File: src/inc/bcwd_pkg.sv
// Boot configuration word decoder: shared constants, field layouts and types.
// Assumes both words come from nonvolatile storage and stay stable after reset.
package bcwd_pkg;

    // Register byte offsets on the register bus
    localparam logic [4:0] BCWD_OFS_WORD0 = 5'h00;
    localparam logic [4:0] BCWD_OFS_WORD1 = 5'h04;
    localparam logic [4:0] BCWD_OFS_STATUS = 5'h08;
    localparam logic [4:0] BCWD_OFS_RUNCFG = 5'h0c;
    localparam logic [4:0] BCWD_OFS_LIMIT = 5'h10;

    // Word 0 field positions
    localparam int BCWD_W0_PROT_LSB = 12;
    localparam int BCWD_W0_RSV_LSB = 5;
    localparam int BCWD_W0_PAIR_LSB = 3;
    localparam int BCWD_W0_SCAN_BIT = 2;
    localparam int BCWD_W0_DBG_LSB = 0;

    // Word 1 field positions
    localparam int BCWD_W1_CSM_LSB = 14;
    localparam int BCWD_W1_PBDIV_LSB = 12;
    localparam int BCWD_W1_RSV11_BIT = 11;
    localparam int BCWD_W1_CLKOUT_N_BIT = 10;
    localparam int BCWD_W1_POSC_LSB = 8;
    localparam int BCWD_W1_TWOSPD_BIT = 7;
    localparam int BCWD_W1_RSV6_BIT = 6;
    localparam int BCWD_W1_SOSC_BIT = 5;
    localparam int BCWD_W1_RSV43_LSB = 3;
    localparam int BCWD_W1_OSC_LSB = 0;

    // Reserved field contents expected from the programmer
    localparam logic [6:0] BCWD_W0_RSV_ONES = 7'h7f;
    localparam logic [1:0] BCWD_W1_RSV43_ONES = 2'h3;

    // Write protection geometry
    localparam logic [7:0] BCWD_PROT_OFF = 8'hff;
    localparam logic [7:0] BCWD_PROT_LAST_CODE = 8'hbf;
    localparam logic [31:0] BCWD_FLASH_BASE = 32'hbd00_0000;
    localparam int BCWD_PAGE_SHIFT = 12;

    // Cycles to let the input synchronisers settle before the one-time capture
    localparam logic [1:0] BCWD_SETTLE_CYCLES = 2'h3;

    // Reset value of a raw word before its capture
    localparam logic [31:0] BCWD_WORD_RESET = 32'hffff_ffff;

    typedef enum logic [1:0] {BCWD_POSC_EXT, BCWD_POSC_XT, BCWD_POSC_HS, BCWD_POSC_OFF} bcwd_posc_t;
    typedef enum logic [2:0] {BCWD_OSC_FAST_RC, BCWD_OSC_FAST_RC_DIV_PLL, BCWD_OSC_POSC, BCWD_OSC_POSC_PLL,
                              BCWD_OSC_SOSC, BCWD_OSC_LOW_POWER_RC, BCWD_OSC_FAST_RC_DIV16,
                              BCWD_OSC_FAST_RC_DIV} bcwd_osc_t;

    typedef struct packed {
        logic [7:0] protect_pages;
        logic protect_reserved;
        logic [3:0] debug_pair_onehot;
        logic scan_port_enable;
        logic debugger_enable;
        logic clock_switch_enable;
        logic clock_monitor_enable;
        logic [1:0] periph_bus_divisor_default;
        logic clock_output_active;
        bcwd_posc_t primary_osc_mode;
        logic two_speed_startup;
        logic secondary_osc_enable;
        bcwd_osc_t initial_osc_select;
        logic posc_conflict;
        logic reserved_bits_bad;
    } bcwd_settings_t;

endpackage : bcwd_pkg

File: src/hw/bcwd_top.sv
// Boot configuration word decoder: captures both boot words once after reset,
// decodes them into static settings, and exposes raw and decoded state on Avalon-MM.
// Assumes the word inputs and code-protect strap are asynchronous but static after power-up.
//
// Functional notes
// - Protect field is complement of protected page count
// - Block flash writes below decoded page boundary
// - Pair select codes route debugger pin pair
// - Scan enable bit seeds runtime config register
// - Debugger enabled when upper bit zero; protect forces
// - Clock switch and monitor field decode
// - Peripheral bus divides system clock by 1/2/4/8
// - Clock output active only with posc off/external
// - Primary oscillator mode decode
// - Two-speed start-up follows switchover bit
// - Secondary oscillator follows its enable bit
// - Initial source codes 111,110,101,100,000
// - Initial source codes 011,010,001
//
// Local design decisions: the register addresses and the Avalon-MM register port.
`timescale 1ns/1ps

module bcwd_top
    import bcwd_pkg::*;
(
    // Clock and reset
    input wire logic clock_i,
    input wire logic reset_i,
    // Nonvolatile words and strap
    input wire logic [31:0] boot_config_word0_i,
    input wire logic [31:0] boot_config_word1_i,
    input wire logic code_protect_i,
    // Flash write check
    input wire logic flash_wr_req_i,
    input wire logic [31:0] flash_wr_addr_i,
    output logic flash_wr_block_o,
    // Decoded settings
    output bcwd_settings_t settings_o,
    output logic settings_valid_o,
    output logic scan_port_enable_o,
    output logic periph_bus_tick_o,
    output logic oscillator_out_pin_en_o,
    // Avalon-MM slave
    input wire logic [4:0] avs_address,
    input wire logic avs_read,
    input wire logic avs_write,
    input wire logic [31:0] avs_writedata,
    input wire logic [3:0] avs_byteenable,
    output logic [31:0] avs_readdata,
    output logic avs_waitrequest
);

    // Input synchronisers; stage one feeds stage two only
    logic [31:0] w0_meta_q, w0_sync_q, w1_meta_q, w1_sync_q;
    logic cp_meta_q, cp_sync_q;

    always_ff @(posedge clock_i) begin
        w0_meta_q <= boot_config_word0_i;
        w0_sync_q <= w0_meta_q;
        w1_meta_q <= boot_config_word1_i;
        w1_sync_q <= w1_meta_q;
        cp_meta_q <= code_protect_i;
        cp_sync_q <= cp_meta_q;
    end

    // One-time capture after the synchronisers have settled
    logic [1:0] settle_q;
    logic captured_q;
    logic [31:0] word0_q, word1_q;
    logic cp_q;
    wire capture_now = !captured_q && (settle_q == BCWD_SETTLE_CYCLES);

    always_ff @(posedge clock_i) begin
        if (reset_i) begin
            settle_q <= '0;
            captured_q <= 1'b0;
            word0_q <= BCWD_WORD_RESET;
            word1_q <= BCWD_WORD_RESET;
            cp_q <= 1'b0;
        end else if (capture_now) begin
            captured_q <= 1'b1;
            word0_q <= w0_sync_q;
            word1_q <= w1_sync_q;
            cp_q <= cp_sync_q;
        end else if (!captured_q) begin
            settle_q <= settle_q + 2'h1;
        end
    end

    // Word 0 decode
    wire [7:0] prot_code = word0_q[BCWD_W0_PROT_LSB +: 8];
    wire prot_reserved = prot_code < BCWD_PROT_LAST_CODE;
    // Reserved codes clamp to the largest defined boundary so protection never shrinks
    wire [7:0] prot_pages = prot_reserved ? ~BCWD_PROT_LAST_CODE : ~prot_code;
    wire [31:0] prot_limit = BCWD_FLASH_BASE + {12'h000, prot_pages, 12'h000};
    wire [1:0] pair_code = word0_q[BCWD_W0_PAIR_LSB +: 2];
    wire [3:0] pair_onehot = 4'h1 << (2'h3 - pair_code);
    wire [1:0] dbg_field = cp_q ? 2'h3 : word0_q[BCWD_W0_DBG_LSB +: 2];
    wire rsv0_bad = word0_q[BCWD_W0_RSV_LSB +: 7] != BCWD_W0_RSV_ONES;

    // Word 1 decode
    wire [1:0] csm_code = word1_q[BCWD_W1_CSM_LSB +: 2];
    wire [1:0] pbdiv_code = word1_q[BCWD_W1_PBDIV_LSB +: 2];
    wire clkout_n = word1_q[BCWD_W1_CLKOUT_N_BIT];
    bcwd_posc_t posc_mode;
    bcwd_osc_t osc_sel;
    assign posc_mode = bcwd_posc_t'(word1_q[BCWD_W1_POSC_LSB +: 2]);
    assign osc_sel = bcwd_osc_t'(word1_q[BCWD_W1_OSC_LSB +: 3]);
    wire clkout_active = !clkout_n && (posc_mode == BCWD_POSC_OFF || posc_mode == BCWD_POSC_EXT);
    wire posc_conflict = (posc_mode == BCWD_POSC_OFF) && (osc_sel == BCWD_OSC_POSC);
    wire rsv1_bad = !word1_q[BCWD_W1_RSV11_BIT] || !word1_q[BCWD_W1_RSV6_BIT] ||
                    (word1_q[BCWD_W1_RSV43_LSB +: 2] != BCWD_W1_RSV43_ONES);

    bcwd_settings_t settings_d;
    always_comb begin
        settings_d = '0;
        settings_d.protect_pages = prot_pages;
        settings_d.protect_reserved = prot_reserved;
        settings_d.debug_pair_onehot = pair_onehot;
        settings_d.scan_port_enable = word0_q[BCWD_W0_SCAN_BIT];
        settings_d.debugger_enable = !dbg_field[1];
        settings_d.clock_switch_enable = !csm_code[1];
        settings_d.clock_monitor_enable = csm_code == 2'h0;
        settings_d.periph_bus_divisor_default = pbdiv_code;
        settings_d.clock_output_active = clkout_active;
        settings_d.primary_osc_mode = posc_mode;
        settings_d.two_speed_startup = word1_q[BCWD_W1_TWOSPD_BIT];
        settings_d.secondary_osc_enable = word1_q[BCWD_W1_SOSC_BIT];
        settings_d.initial_osc_select = osc_sel;
        settings_d.posc_conflict = posc_conflict;
        settings_d.reserved_bits_bad = rsv0_bad || rsv1_bad;
    end

    // Settings register: changes only on the capture-following cycle
    logic settle_done_q;
    always_ff @(posedge clock_i) begin
        if (reset_i) begin
            settings_o <= '0;
            settings_valid_o <= 1'b0;
            settle_done_q <= 1'b0;
        end else if (captured_q && !settle_done_q) begin
            settings_o <= settings_d;
            settings_valid_o <= 1'b1;
            settle_done_q <= 1'b1;
        end
    end

    // Flash write guard against the decoded boundary
    wire wr_in_protected = flash_wr_addr_i >= BCWD_FLASH_BASE && flash_wr_addr_i < prot_limit;
    always_ff @(posedge clock_i) begin
        if (reset_i) begin
            flash_wr_block_o <= 1'b0;
        end else begin
            // Until the settings register loads, block all flash writes rather than trust stale words
            flash_wr_block_o <= flash_wr_req_i && (!settle_done_q || wr_in_protected);
        end
    end

    // Peripheral bus tick: system clock divided by 1, 2, 4 or 8
    logic [2:0] pb_cnt_q;
    logic [1:0] pbdiv_q;
    wire [2:0] pb_last = 3'((4'h1 << pbdiv_q) - 4'h1);
    wire pb_wrap = pb_cnt_q >= pb_last;

    always_ff @(posedge clock_i) begin
        if (reset_i || !settle_done_q) begin
            pb_cnt_q <= '0;
            periph_bus_tick_o <= 1'b0;
        end else begin
            pb_cnt_q <= pb_wrap ? 3'h0 : pb_cnt_q + 3'h1;
            periph_bus_tick_o <= pb_wrap;
        end
    end

    // Runtime config: scan enable seeded by the boot word, software may change it
    logic scan_q;
    wire [4:0] addr = avs_address;
    wire req = avs_read || avs_write;
    wire req_take = req && !avs_waitrequest;
    wire sel_word0 = addr == BCWD_OFS_WORD0;
    wire sel_word1 = addr == BCWD_OFS_WORD1;
    wire sel_status = addr == BCWD_OFS_STATUS;
    wire sel_runcfg = addr == BCWD_OFS_RUNCFG;
    wire sel_limit = addr == BCWD_OFS_LIMIT;
    wire runcfg_wr = req_take && avs_write && sel_runcfg && avs_byteenable[0];

    always_ff @(posedge clock_i) begin
        if (reset_i) begin
            scan_q <= 1'b0;
            pbdiv_q <= 2'h0;
            scan_port_enable_o <= 1'b0;
            oscillator_out_pin_en_o <= 1'b0;
        end else begin
            if (captured_q && !settle_done_q) begin
                scan_q <= settings_d.scan_port_enable;
                pbdiv_q <= pbdiv_code;
            end else if (runcfg_wr) begin
                scan_q <= avs_writedata[0];
            end
            scan_port_enable_o <= scan_q;
            oscillator_out_pin_en_o <= settings_o.clock_output_active && settings_valid_o;
        end
    end

    // Status word layout
    wire [31:0] status_word = {3'h0, settings_o.protect_pages, settings_o.initial_osc_select,
                               settings_o.primary_osc_mode, settings_o.periph_bus_divisor_default,
                               settings_o.debug_pair_onehot, settings_o.reserved_bits_bad,
                               settings_o.posc_conflict, settings_o.secondary_osc_enable,
                               settings_o.two_speed_startup, settings_o.clock_output_active,
                               settings_o.clock_monitor_enable, settings_o.clock_switch_enable,
                               settings_o.debugger_enable, settings_o.protect_reserved, settings_valid_o};

    wire [31:0] read_mux = sel_word0 ? word0_q :
                           sel_word1 ? word1_q :
                           sel_status ? status_word :
                           sel_runcfg ? {31'h0, scan_q} :
                           sel_limit ? prot_limit - 32'h1 :
                           32'h0;

    // One wait cycle per access; unmapped reads return zero, writes drop
    always_ff @(posedge clock_i) begin
        if (reset_i) begin
            avs_waitrequest <= 1'b1;
            avs_readdata <= '0;
        end else begin
            avs_waitrequest <= !(req && avs_waitrequest);
            if (req && avs_waitrequest && avs_read) begin
                avs_readdata <= read_mux;
            end
        end
    end
endmodule : bcwd_top

File: config.mk
export PLATFORM = sky130hd
export DESIGN_NAME = bcwd_top
export DESIGN_NICKNAME = d
export VERILOG_FILES = /design/src/inc/bcwd_pkg.sv /design/src/hw/bcwd_top.sv
export SDC_FILE = /design/constraint.sdc
export NUM_CORES = 1
export LEC_CHECK = 0
export BUFFER_PORTS_ARGS = -buffer_cell sky130_fd_sc_hd__buf_2
export CAP_MARGIN = 40
export CORE_AREA = 2 2 149 122
export CTS_CLUSTER_DIAMETER = 200
export DETAILED_ROUTE_END_ITERATION = 6
export DIE_AREA = 0 0 151 124
export PLACE_DENSITY = 0.78
export SLEW_MARGIN = 15
export SYNTH_ARGS = -nofsm -noshare
export SYNTH_HDL_FRONTEND = slang
export SYNTH_SLANG_ARGS = --single-unit
File: constraint.sdc
create_clock -name clock_i -period 2.4 [get_ports clock_i]
set_input_delay 0.72 -clock clock_i [delete_from_list [all_inputs] [get_ports clock_i]]
set_output_delay 0.72 -clock clock_i [all_outputs]
set_load 0.01 [all_outputs]
## Word level (Yosys, flattened, before mapping)

Cells that the tools add are included.

- Multipliers: 0
- Reductions and logical operators: 35
- Div/mod/pow operators: 0
- Bitwise operators: 3
- Shifts and indexed selects: 2
- $add $sub $neg: 6
- Eq/ne operators: 9
- Order comparisons: 4
- Muxes and demuxes: 9

Operator list:

| kind | number |
|---|---|
| 2-to-1 mux 32 bit | 5 |
| adder 32 x 20 -> 32 bit, first input constant | 1 |
| greater-or-equal comparator 32 bit, second input constant | 1 |
| < comparator 32 bit | 1 |
| subtractor 32 x 1 -> 32 bit, second input constant | 1 |
| logical AND 1 bit | 13 |
| == test 5 x 4 -> 1 bit, second input constant | 2 |
| zero test 1 bit | 9 |
| < comparator 8 bit, second input constant | 1 |
| 2-to-1 mux 8 bit | 1 |
| NOT 8 bit | 1 |
| logical OR 1 bit | 7 |
| inequality test 7 bit, second input constant | 1 |
| == test 5 x 3 -> 1 bit, second input constant | 1 |
| == test 5 bit, second input constant | 1 |
| zero test 5 bit | 1 |
| == test 2 bit, second input constant | 2 |
| zero test 2 bit | 2 |
| << shifter 1 x 2 -> 4 bit, first input constant | 1 |
| adder 3 x 1 -> 3 bit, second input constant | 1 |
| == test 3 x 2 -> 1 bit, second input constant | 1 |
| greater-or-equal comparator 3 bit | 1 |
| << shifter 1 x 2 -> 3 bit, first input constant | 1 |
| subtractor 3 x 1 -> 3 bit, second input constant | 1 |
| 9 further kinds | 11 |

- Logic and storage cells: 103
- Memories: 0
- Bits in registers: 269
- ROM bits: 0
- Input bits: 143
- Bits in latches: 0
- Output and inout bits: 67
- RAM bits: 0

## Longest topological paths before layout

Gate-level depths: netlist (run 1).

- Depth after elaboration: 9
- Depth in mapped cells: 9

## Least setup slack after synthesis (run 1)

Ideal clock, no wire load.

- Path kind: input port to flip-flop
- Start point: in avs_address[1]
- End point: reg avs_readdata[19]
- Data arrival time: 2.014 ns
- Buffers on the path: 1
- Cell stages on the path: 5
- Setup slack: 0.294 ns
- Required time: 2.308 ns
- Path through: buf_6 or4_4 nor4_4 a211oi_1 o32ai_1

- Longest elaborated chain between the ends: 6
- Elaborated cells between the ends (all ways): 10
- Classes of those cells: eq/ne (4); mux (5); reduce/logical (1)

RTL lines:

| what | line | RTL |
|---|---|---|
| from (decl) | bcwd_top.sv:44 | `input wire logic [4:0] avs_address,` |
| == test 5 bit | bcwd_top.sv:184 | `wire sel_limit = addr == BCWD_OFS_LIMIT;` |
| 2-to-1 mux 32 bit | bcwd_top.sv:218 | `sel_limit ? prot_limit - 32'h1 :` |
| 2-to-1 mux 32 bit | bcwd_top.sv:217 | `sel_runcfg ? {31'h0, scan_q} :` |
| 2-to-1 mux 32 bit | bcwd_top.sv:216 | `sel_status ? status_word :` |
| 2-to-1 mux 32 bit | bcwd_top.sv:215 | `sel_word1 ? word1_q :` |
| 2-to-1 mux 32 bit * | bcwd_top.sv:214 | `wire [31:0] read_mux = sel_word0 ? word0_q :` |
| to (signal assigned) | bcwd_top.sv:229 | `avs_readdata <= read_mux;` |
| to (decl) | bcwd_top.sv:49 | `output logic [31:0] avs_readdata,` |

Mark *: on every way between the ends. The rest lies on a longest branch, timed or not.
A chain may end at the register's enable or synchronous reset.

==> reports/qor.yml, run 1 <==
run_status:
  status: "finished, final reports clean"
global_route:
  grt_max_degree: 55
  antenna_found_initial: 0
  grt_overflow_total: 0
  grt_pass1_vias: 6285
  track_usage: 0.236
  grt_pass1_wl_mm: 34.0
placement:
  gp_congestion: 0.907
  hpwl_mm: 15.5
  io_buffers: 163
  dp.cells: 1209
power_and_ir_drop:
  max-vdd-ir-drop_mv: 0.663
  power_leakage_nw: 4.53
  clockPowerShare: 0.383
  switching_share: 0.255
  p_per_area_nw_per_um2: 949
  switchingPower_mw: 2.65
  seqPwrFrac: 0.487
  combinationalPowerShare: 0.129
  p_int_mw: 7.77
sta:
  slew_headroom: 0.558
  finalSetupViolCount: 0
  hold_viol: 0
  period_share: 0.854
  fmax_ghz: 0.488
  fin_tns_setup_ns: 0
  worstMarginPinSlew_ns: 0.661
  fin_crit_ns: 2.05
  slew_violations: 0
  skew_ns: 0.0118
  rsz0062_at_grt: "no"
floorplan:
  io-pin-count: 210
  num_rows: 43
  start_util: 0.526
  core_area_um2: 17100
  die_w_um: 151
  fp.dieArea_um2: 18700
  die-height_um: 124
logic_synthesis:
  synth_cells: 851
  synth_cell_type_count: 59
  ys.flop_type: "dfxtp_1"
  syn-cell-area_um2: 9000
  yosysWarnings: 0
  syn_nets: 1008
  ys_ff_latch: 269
  synth-seq-area-share: 0.598
  avgSynthCellArea_um2: 10.6
  async_flop_share: 0
  synth_edf_count: 0
clock_tree:
  clockBufferDepth: 3
  root_buffer: "clkbuf_16"
  clk_pin_slew_ns: 0.06
  cts_max_level: 1
  cts_setup_buffers: 0
  cts_buffers: 25
  cts_hold_repair.buffers: 0
  insertion_delay_ns: 0.53
  cts_resized: 0
  cts_tree: "done"
  clock_sinks: 269
setup_path:
  critical_path_required_ns: 1.68
  critPathSlowestCell: "dfxtp_1"
  critPathCaptureType: "primary output"
  r2r_slack_ns: 0.42
  crit_type: "reg -> out"
  cp-start-kind: "flop"
  cp.arrival_ns: 1.33
  crit_chain: "buf_2"
  critPathTopFamily: "flip-flops"
  crit_path_max_fanout: 9
  path_buf_inv: 1
  cp_slowest_stage_delay_ns: 0.58
cells_and_area:
  area_growth_pct: 22.0
  drive_gt1_frac: 0.234
  instances_no_fill: 1253
  final_cell_mix: "dfxtp_1, buf_2, nand2_1"
  final_common_cell: "dfxtp_1"
  layout.nets: 1168
drt:
  wl_per_cell_um: 18.0
  via_per_inst: 5.47
  dr_total_vias: 6851
  drc: 0
  wirelength_mm: 22.5
  ant_nets: 0
  drt_iter0_drc: 413
  drtPass1Iterations: 6
worst_hold_path:
  hold_path.class: "in -> reg"
job:
  maxCapViolations: 0
==> cell families after synthesis <==
logic type / count (synthesis) / share of synthesized area
compound gates: 173 / 0.116
xor+xnor: 4 / 0.00389
fa+ha+maj: 14 / 0.0195
buf+inv: 69 / 0.0311
flops: 269 / 0.598
mux: 66 / 0.0734
other cells: 1 / 0.000416
simple gates: 255 / 0.157
==> power groups by stage <==
stage                     Sequential (mW)  Clock (mW)  Combinational (mW)
final                                5.08        4.00                1.35
after global routing                 5.11        4.24                1.48
after CTS                            5.07        4.06                1.35
after detailed placement             5.17           0                1.33
after global placement               5.16           0                1.30
after floorplan                      5.11           0               0.849
==> flip-flops by register name, indices dropped and copies added (netlist names) <==
name,flops
scan_q,1
settle_done_q,1
avs_waitrequest,1
word0_q,32
flash_wr_block_o,1
avs_readdata,32
periph_bus_tick_o,1
w0_meta_q,32
cp_q,1
cp_sync_q,1
pbdiv_q,2
w0_sync_q,32
scan_port_enable_o,1
pb_cnt_q,3
cp_meta_q,1
settle_q,2
captured_q,1
w1_meta_q,32
word1_q,32
oscillator_out_pin_en_o,1
w1_sync_q,32
settings_o,27
==> stage by stage <==
stage | utilization | setup slack [ns] | area, um2 | power [mW] | hold slack, ns
floorplan | - | 0.294 | 9000 | 5.96 | 0.310
global placement | 0.594 | 0.120 | 10200 | 6.47 | 0.310
detailed placement | 0.594 | 0.0987 | 10200 | 6.50 | 0.312
CTS | 0.642 | 0.364 | 11000 | 10.5 | 0.262
global route | 0.642 | 0.252 | 11000 | 10.8 | 0.266
finish | 0.642 | 0.352 | 11000 | 10.4 | 0.282
==> area by class of cell <==
type                    instances  area (um2)
repair buffers                195        1120
clock inverters                 7         130
well taps                     225         282
diodes                          1        2.50
multi-input cells             513        3350
inverters                       7        26.3
flip-flops and latches        269        5390
fillers                      1381        6120
clock buffers                  36         697
==> Yosys cell counts, types with 3 or more instances <==
cell type	count	area [um2]
a211oi_1	9	67.6
and3_1	6	37.5
nor2_1	35	131
and2_1	3	18.8
dfxtp_1	269	5390
nor3_1	14	70.1
a31oi_1	21	131
mux2i_1	66	661
or4bb_1	28	315
inv_1	7	26.3
nand3_1	15	75.1
o21ai_0	31	155
nor2b_1	6	37.5
a2bb2oi_1	6	52.6
buf_2	11	55.1
nor4_1	3	18.8
o211ai_1	6	45.0
nand2b_1	11	68.8
nand2_1	108	405
nand3b_1	4	30.0
a21oi_1	73	365
o32ai_1	6	52.6
clkbuf_1	46	173
buf_1	4	15.0
ha_1	14	175
nand4_1	4	25.0
==> routing by layer <==
layer  up-vias  wire (um)  global-route usage
met4         0        488              0.0637
met3        32       1840              0.0370
met1      3194       9710               0.322
li1       3335          -                   -
met2       290      10500               0.394
met5         -          0                   0
==> final timing paths <==
check | from | to | cells past startpoint
max | settle_done_q$_SDFFE_PP0P_ | settings_valid_o | 1
min reg2reg | w0_meta_q[3]$_DFF_P_ | w0_sync_q[3]$_DFF_P_ | 0
max reg2reg | word0_q[19]$_SDFFE_PP1P_ | flash_wr_block_o$_SDFF_PP0_ | 8
min | boot_config_word0_i[1] | w0_meta_q[1]$_DFF_P_ | 1
==> worst reg2reg max path, stage by stage, from the launching register on <==
cell	delay, ns
dfxtp_1	0.33
nand2_1	0.07
inv_1	0.20
nand2b_1	0.14
ha_1	0.22
or3_1	0.31
o221ai_1	0.19
a2111oi_0	0.15
nor4b_1	0.28
(Power assumes the default switching activity.)
==> inputs of run 2 (changes only) <==
CORE_AREA = 2 2 134 136   (was 2 2 149 122)
DIE_AREA = 0 0 136 138   (was 0 0 151 124)
PLACE_DENSITY = unset   (was 0.78)
PLACE_DENSITY_LB_ADDON = 0.3   (was unset)
==> run 2 against run 1 <==
  * Cell count increased by 1.0%
  * Largest cell class unchanged
  * Highest routed layer unchanged
  * Clock power increased by 10%
  * Critical path type unchanged
  * Die area increased by 0.23%
  * Largest power group unchanged
  * Critical endpoint unchanged
==> reports/qor.yml, run 2 (synthesized netlist as in run 1, its figures left out) <==
drt:
  drt_iter0_drc: 475  # +15%
  via_per_inst: 5.38  # -1.6%
  wirelength_mm: 22.4  # -0.65%
  ant_nets: 0  # unchanged
  drtPass1Iterations: 4  # -2
  dr_total_vias: 6812  # -0.57%
  wl_per_cell_um: 17.7  # -1.7%
  drc: 0  # unchanged
floorplan:
  io-pin-count: 210  # unchanged
  core_area_um2: 17500  # +2.5%
  fp.dieArea_um2: 18800  # +0.23%
  die_w_um: 136  # -9.9%
  num_rows: 49  # +14%
  start_util: 0.513  # -0.0128
  die-height_um: 138  # +11%
clock_tree:
  clockBufferDepth: 3  # unchanged
  insertion_delay_ns: 0.52  # about the same
  root_buffer: "clkbuf_16"
  cts_max_level: 1  # unchanged
  cts_setup_buffers: 0  # unchanged
  cts_buffers: 27  # +8.0%
  clk_pin_slew_ns: 0.06  # about the same
  cts_hold_repair.buffers: 0  # unchanged
  cts_resized: 0  # unchanged
  clock_sinks: 269  # unchanged
  cts_tree: "done"
sta:
  whs_ns: 0.299  # +0.0173 ns
  period_share: 0.871  # +0.0172
  skew_ns: 0.0120  # +0.000225 ns
  fin_crit_ns: 2.09  # +0.0414 ns
  slew_headroom: 0.524  # -0.0339
  fmax_ghz: 0.479  # -2.0%
  finalSetupViolCount: 0  # unchanged
  rsz0062_at_grt: "no"
  slew_violations: 0  # unchanged
  worstMarginPinSlew_ns: 0.712  # +0.0509 ns
  fin_tns_setup_ns: 0  # unchanged
  hold_viol: 0  # unchanged
global_route:
  grt_overflow_total: 0  # unchanged
  busiest_layer: "met2"
  grt_pass1_vias: 6541  # +4.1%
  grt_max_degree: 60  # +9.1%
  grt_util_met1: 0.312  # -0.00919
  grt_pass1_wl_mm: 34.9  # +2.6%
  use_met3: 0.0554  # +0.0184
  grt_use_met2: 0.382  # -0.0121
  track_usage: 0.235  # -0.00133
  antenna_found_initial: 1  # +1
setup_path:
  path_buf_inv: 1  # unchanged
  critPathCaptureType: "primary output"
  critPathTopFamily: "flip-flops"
  critPathSlowestCell: "dfxtp_1"
  cp-start-kind: "flop"
  r2r_slack_ns: 0.42  # about the same
  crit_path_max_fanout: 9  # unchanged
  crit_chain: "buf_2"
  cp.arrival_ns: 1.37  # +0.04 ns
  cp_slowest_stage_delay_ns: 0.63  # +0.05 ns
  crit_type: "reg -> out"
  critical_path_required_ns: 1.68  # about the same
cells_and_area:
  drive_gt1_frac: 0.244  # +0.0105
  final_cell_mix: "dfxtp_1, buf_2, nand2_1"
  finish.utilization: 0.634  # -0.00773
  final_common_cell: "dfxtp_1"
  area_growth_pct: 23.6
  layout.nets: 1173  # +0.43%
run_status:
  status: "finished, final reports clean"
power_and_ir_drop:
  p_per_area_nw_per_um2: 974  # +2.7%
  max-vdd-ir-drop_mv: 0.700  # +5.6%
  power_leakage_nw: 4.62  # +1.8%
placement:
  hpwl_mm: 15.3  # -1.1%
  io_buffers: 163  # unchanged
  gp_congestion: 0.904  # -0.30%
worst_hold_path:
  hold_path.class: "in -> reg"
job:
  maxCapViolations: 0  # unchanged
==> run 2: cell count changes in the layout (fill, tap and decap cells not counted) <==
cell,change
inv_16,-1
bufinv_16,+2
clkbuf_16,+2
buf_12,-1
clkbuf_1,-4
inv_6,+1
clkinv_2,+5
buf_4,+4
clkbuf_8,+1
==> run 2: power by group <==
part	leakage (nW)	internal, mW	total (mW)	switching, mW
Clock	0.465	2.73	4.41	1.68
Sequential	2.23	4.83	5.08	0.256
Combinational	1.92	0.594	1.35	0.753
==> run 2: metrics by stage <==
step | instances | power [mW] | setup WS (ns) | area, um2
after floorplan | 851 | 5.96 | 0.294 | 9000
after global placement | 1216 | 6.47 | 0.158 | 10200
after detailed placement | 1216 | 6.51 | 0.128 | 10200
after CTS | 1265 | 10.9 | 0.309 | 11100
after global routing | 1265 | 11.3 | 0.264 | 11100
final | 1266 | 10.8 | 0.310 | 11100
==> run 2: cell type report <==
| type | count | area (um2) |
|---|---|---|
| Fill cell | 1498 | 6410 |
| Sequential cell | 269 | 5390 |
| Multi-Input combinational cell | 513 | 3350 |
| Timing Repair Buffer | 198 | 1130 |
| Clock buffer | 35 | 746 |
| Tap cell | 229 | 287 |
| Clock inverter | 14 | 204 |
| Inverter | 7 | 26.3 |
| Antenna cell | 1 | 2.50 |
==> run 2: per-layer routing <==
layer	wire, um	vias to the layer above
met5	0	-
met2	10300	239
met1	9740	3196
met3	1670	36
li1	-	3341
met4	612	0
==> run 2: worst paths after layout <==
check,start,to,cells after the start
worst max-delay path,settle_done_q$_SDFFE_PP0P_,settings_valid_o,1
worst min-delay path,boot_config_word0_i[29],w0_meta_q[29]$_DFF_P_,1
worst max register to register,word0_q[19]$_SDFFE_PP1P_,avs_readdata[14]$_SDFFE_PP0P_,7
worst min register to register,w1_meta_q[19]$_DFF_P_,w1_sync_q[19]$_DFF_P_,0
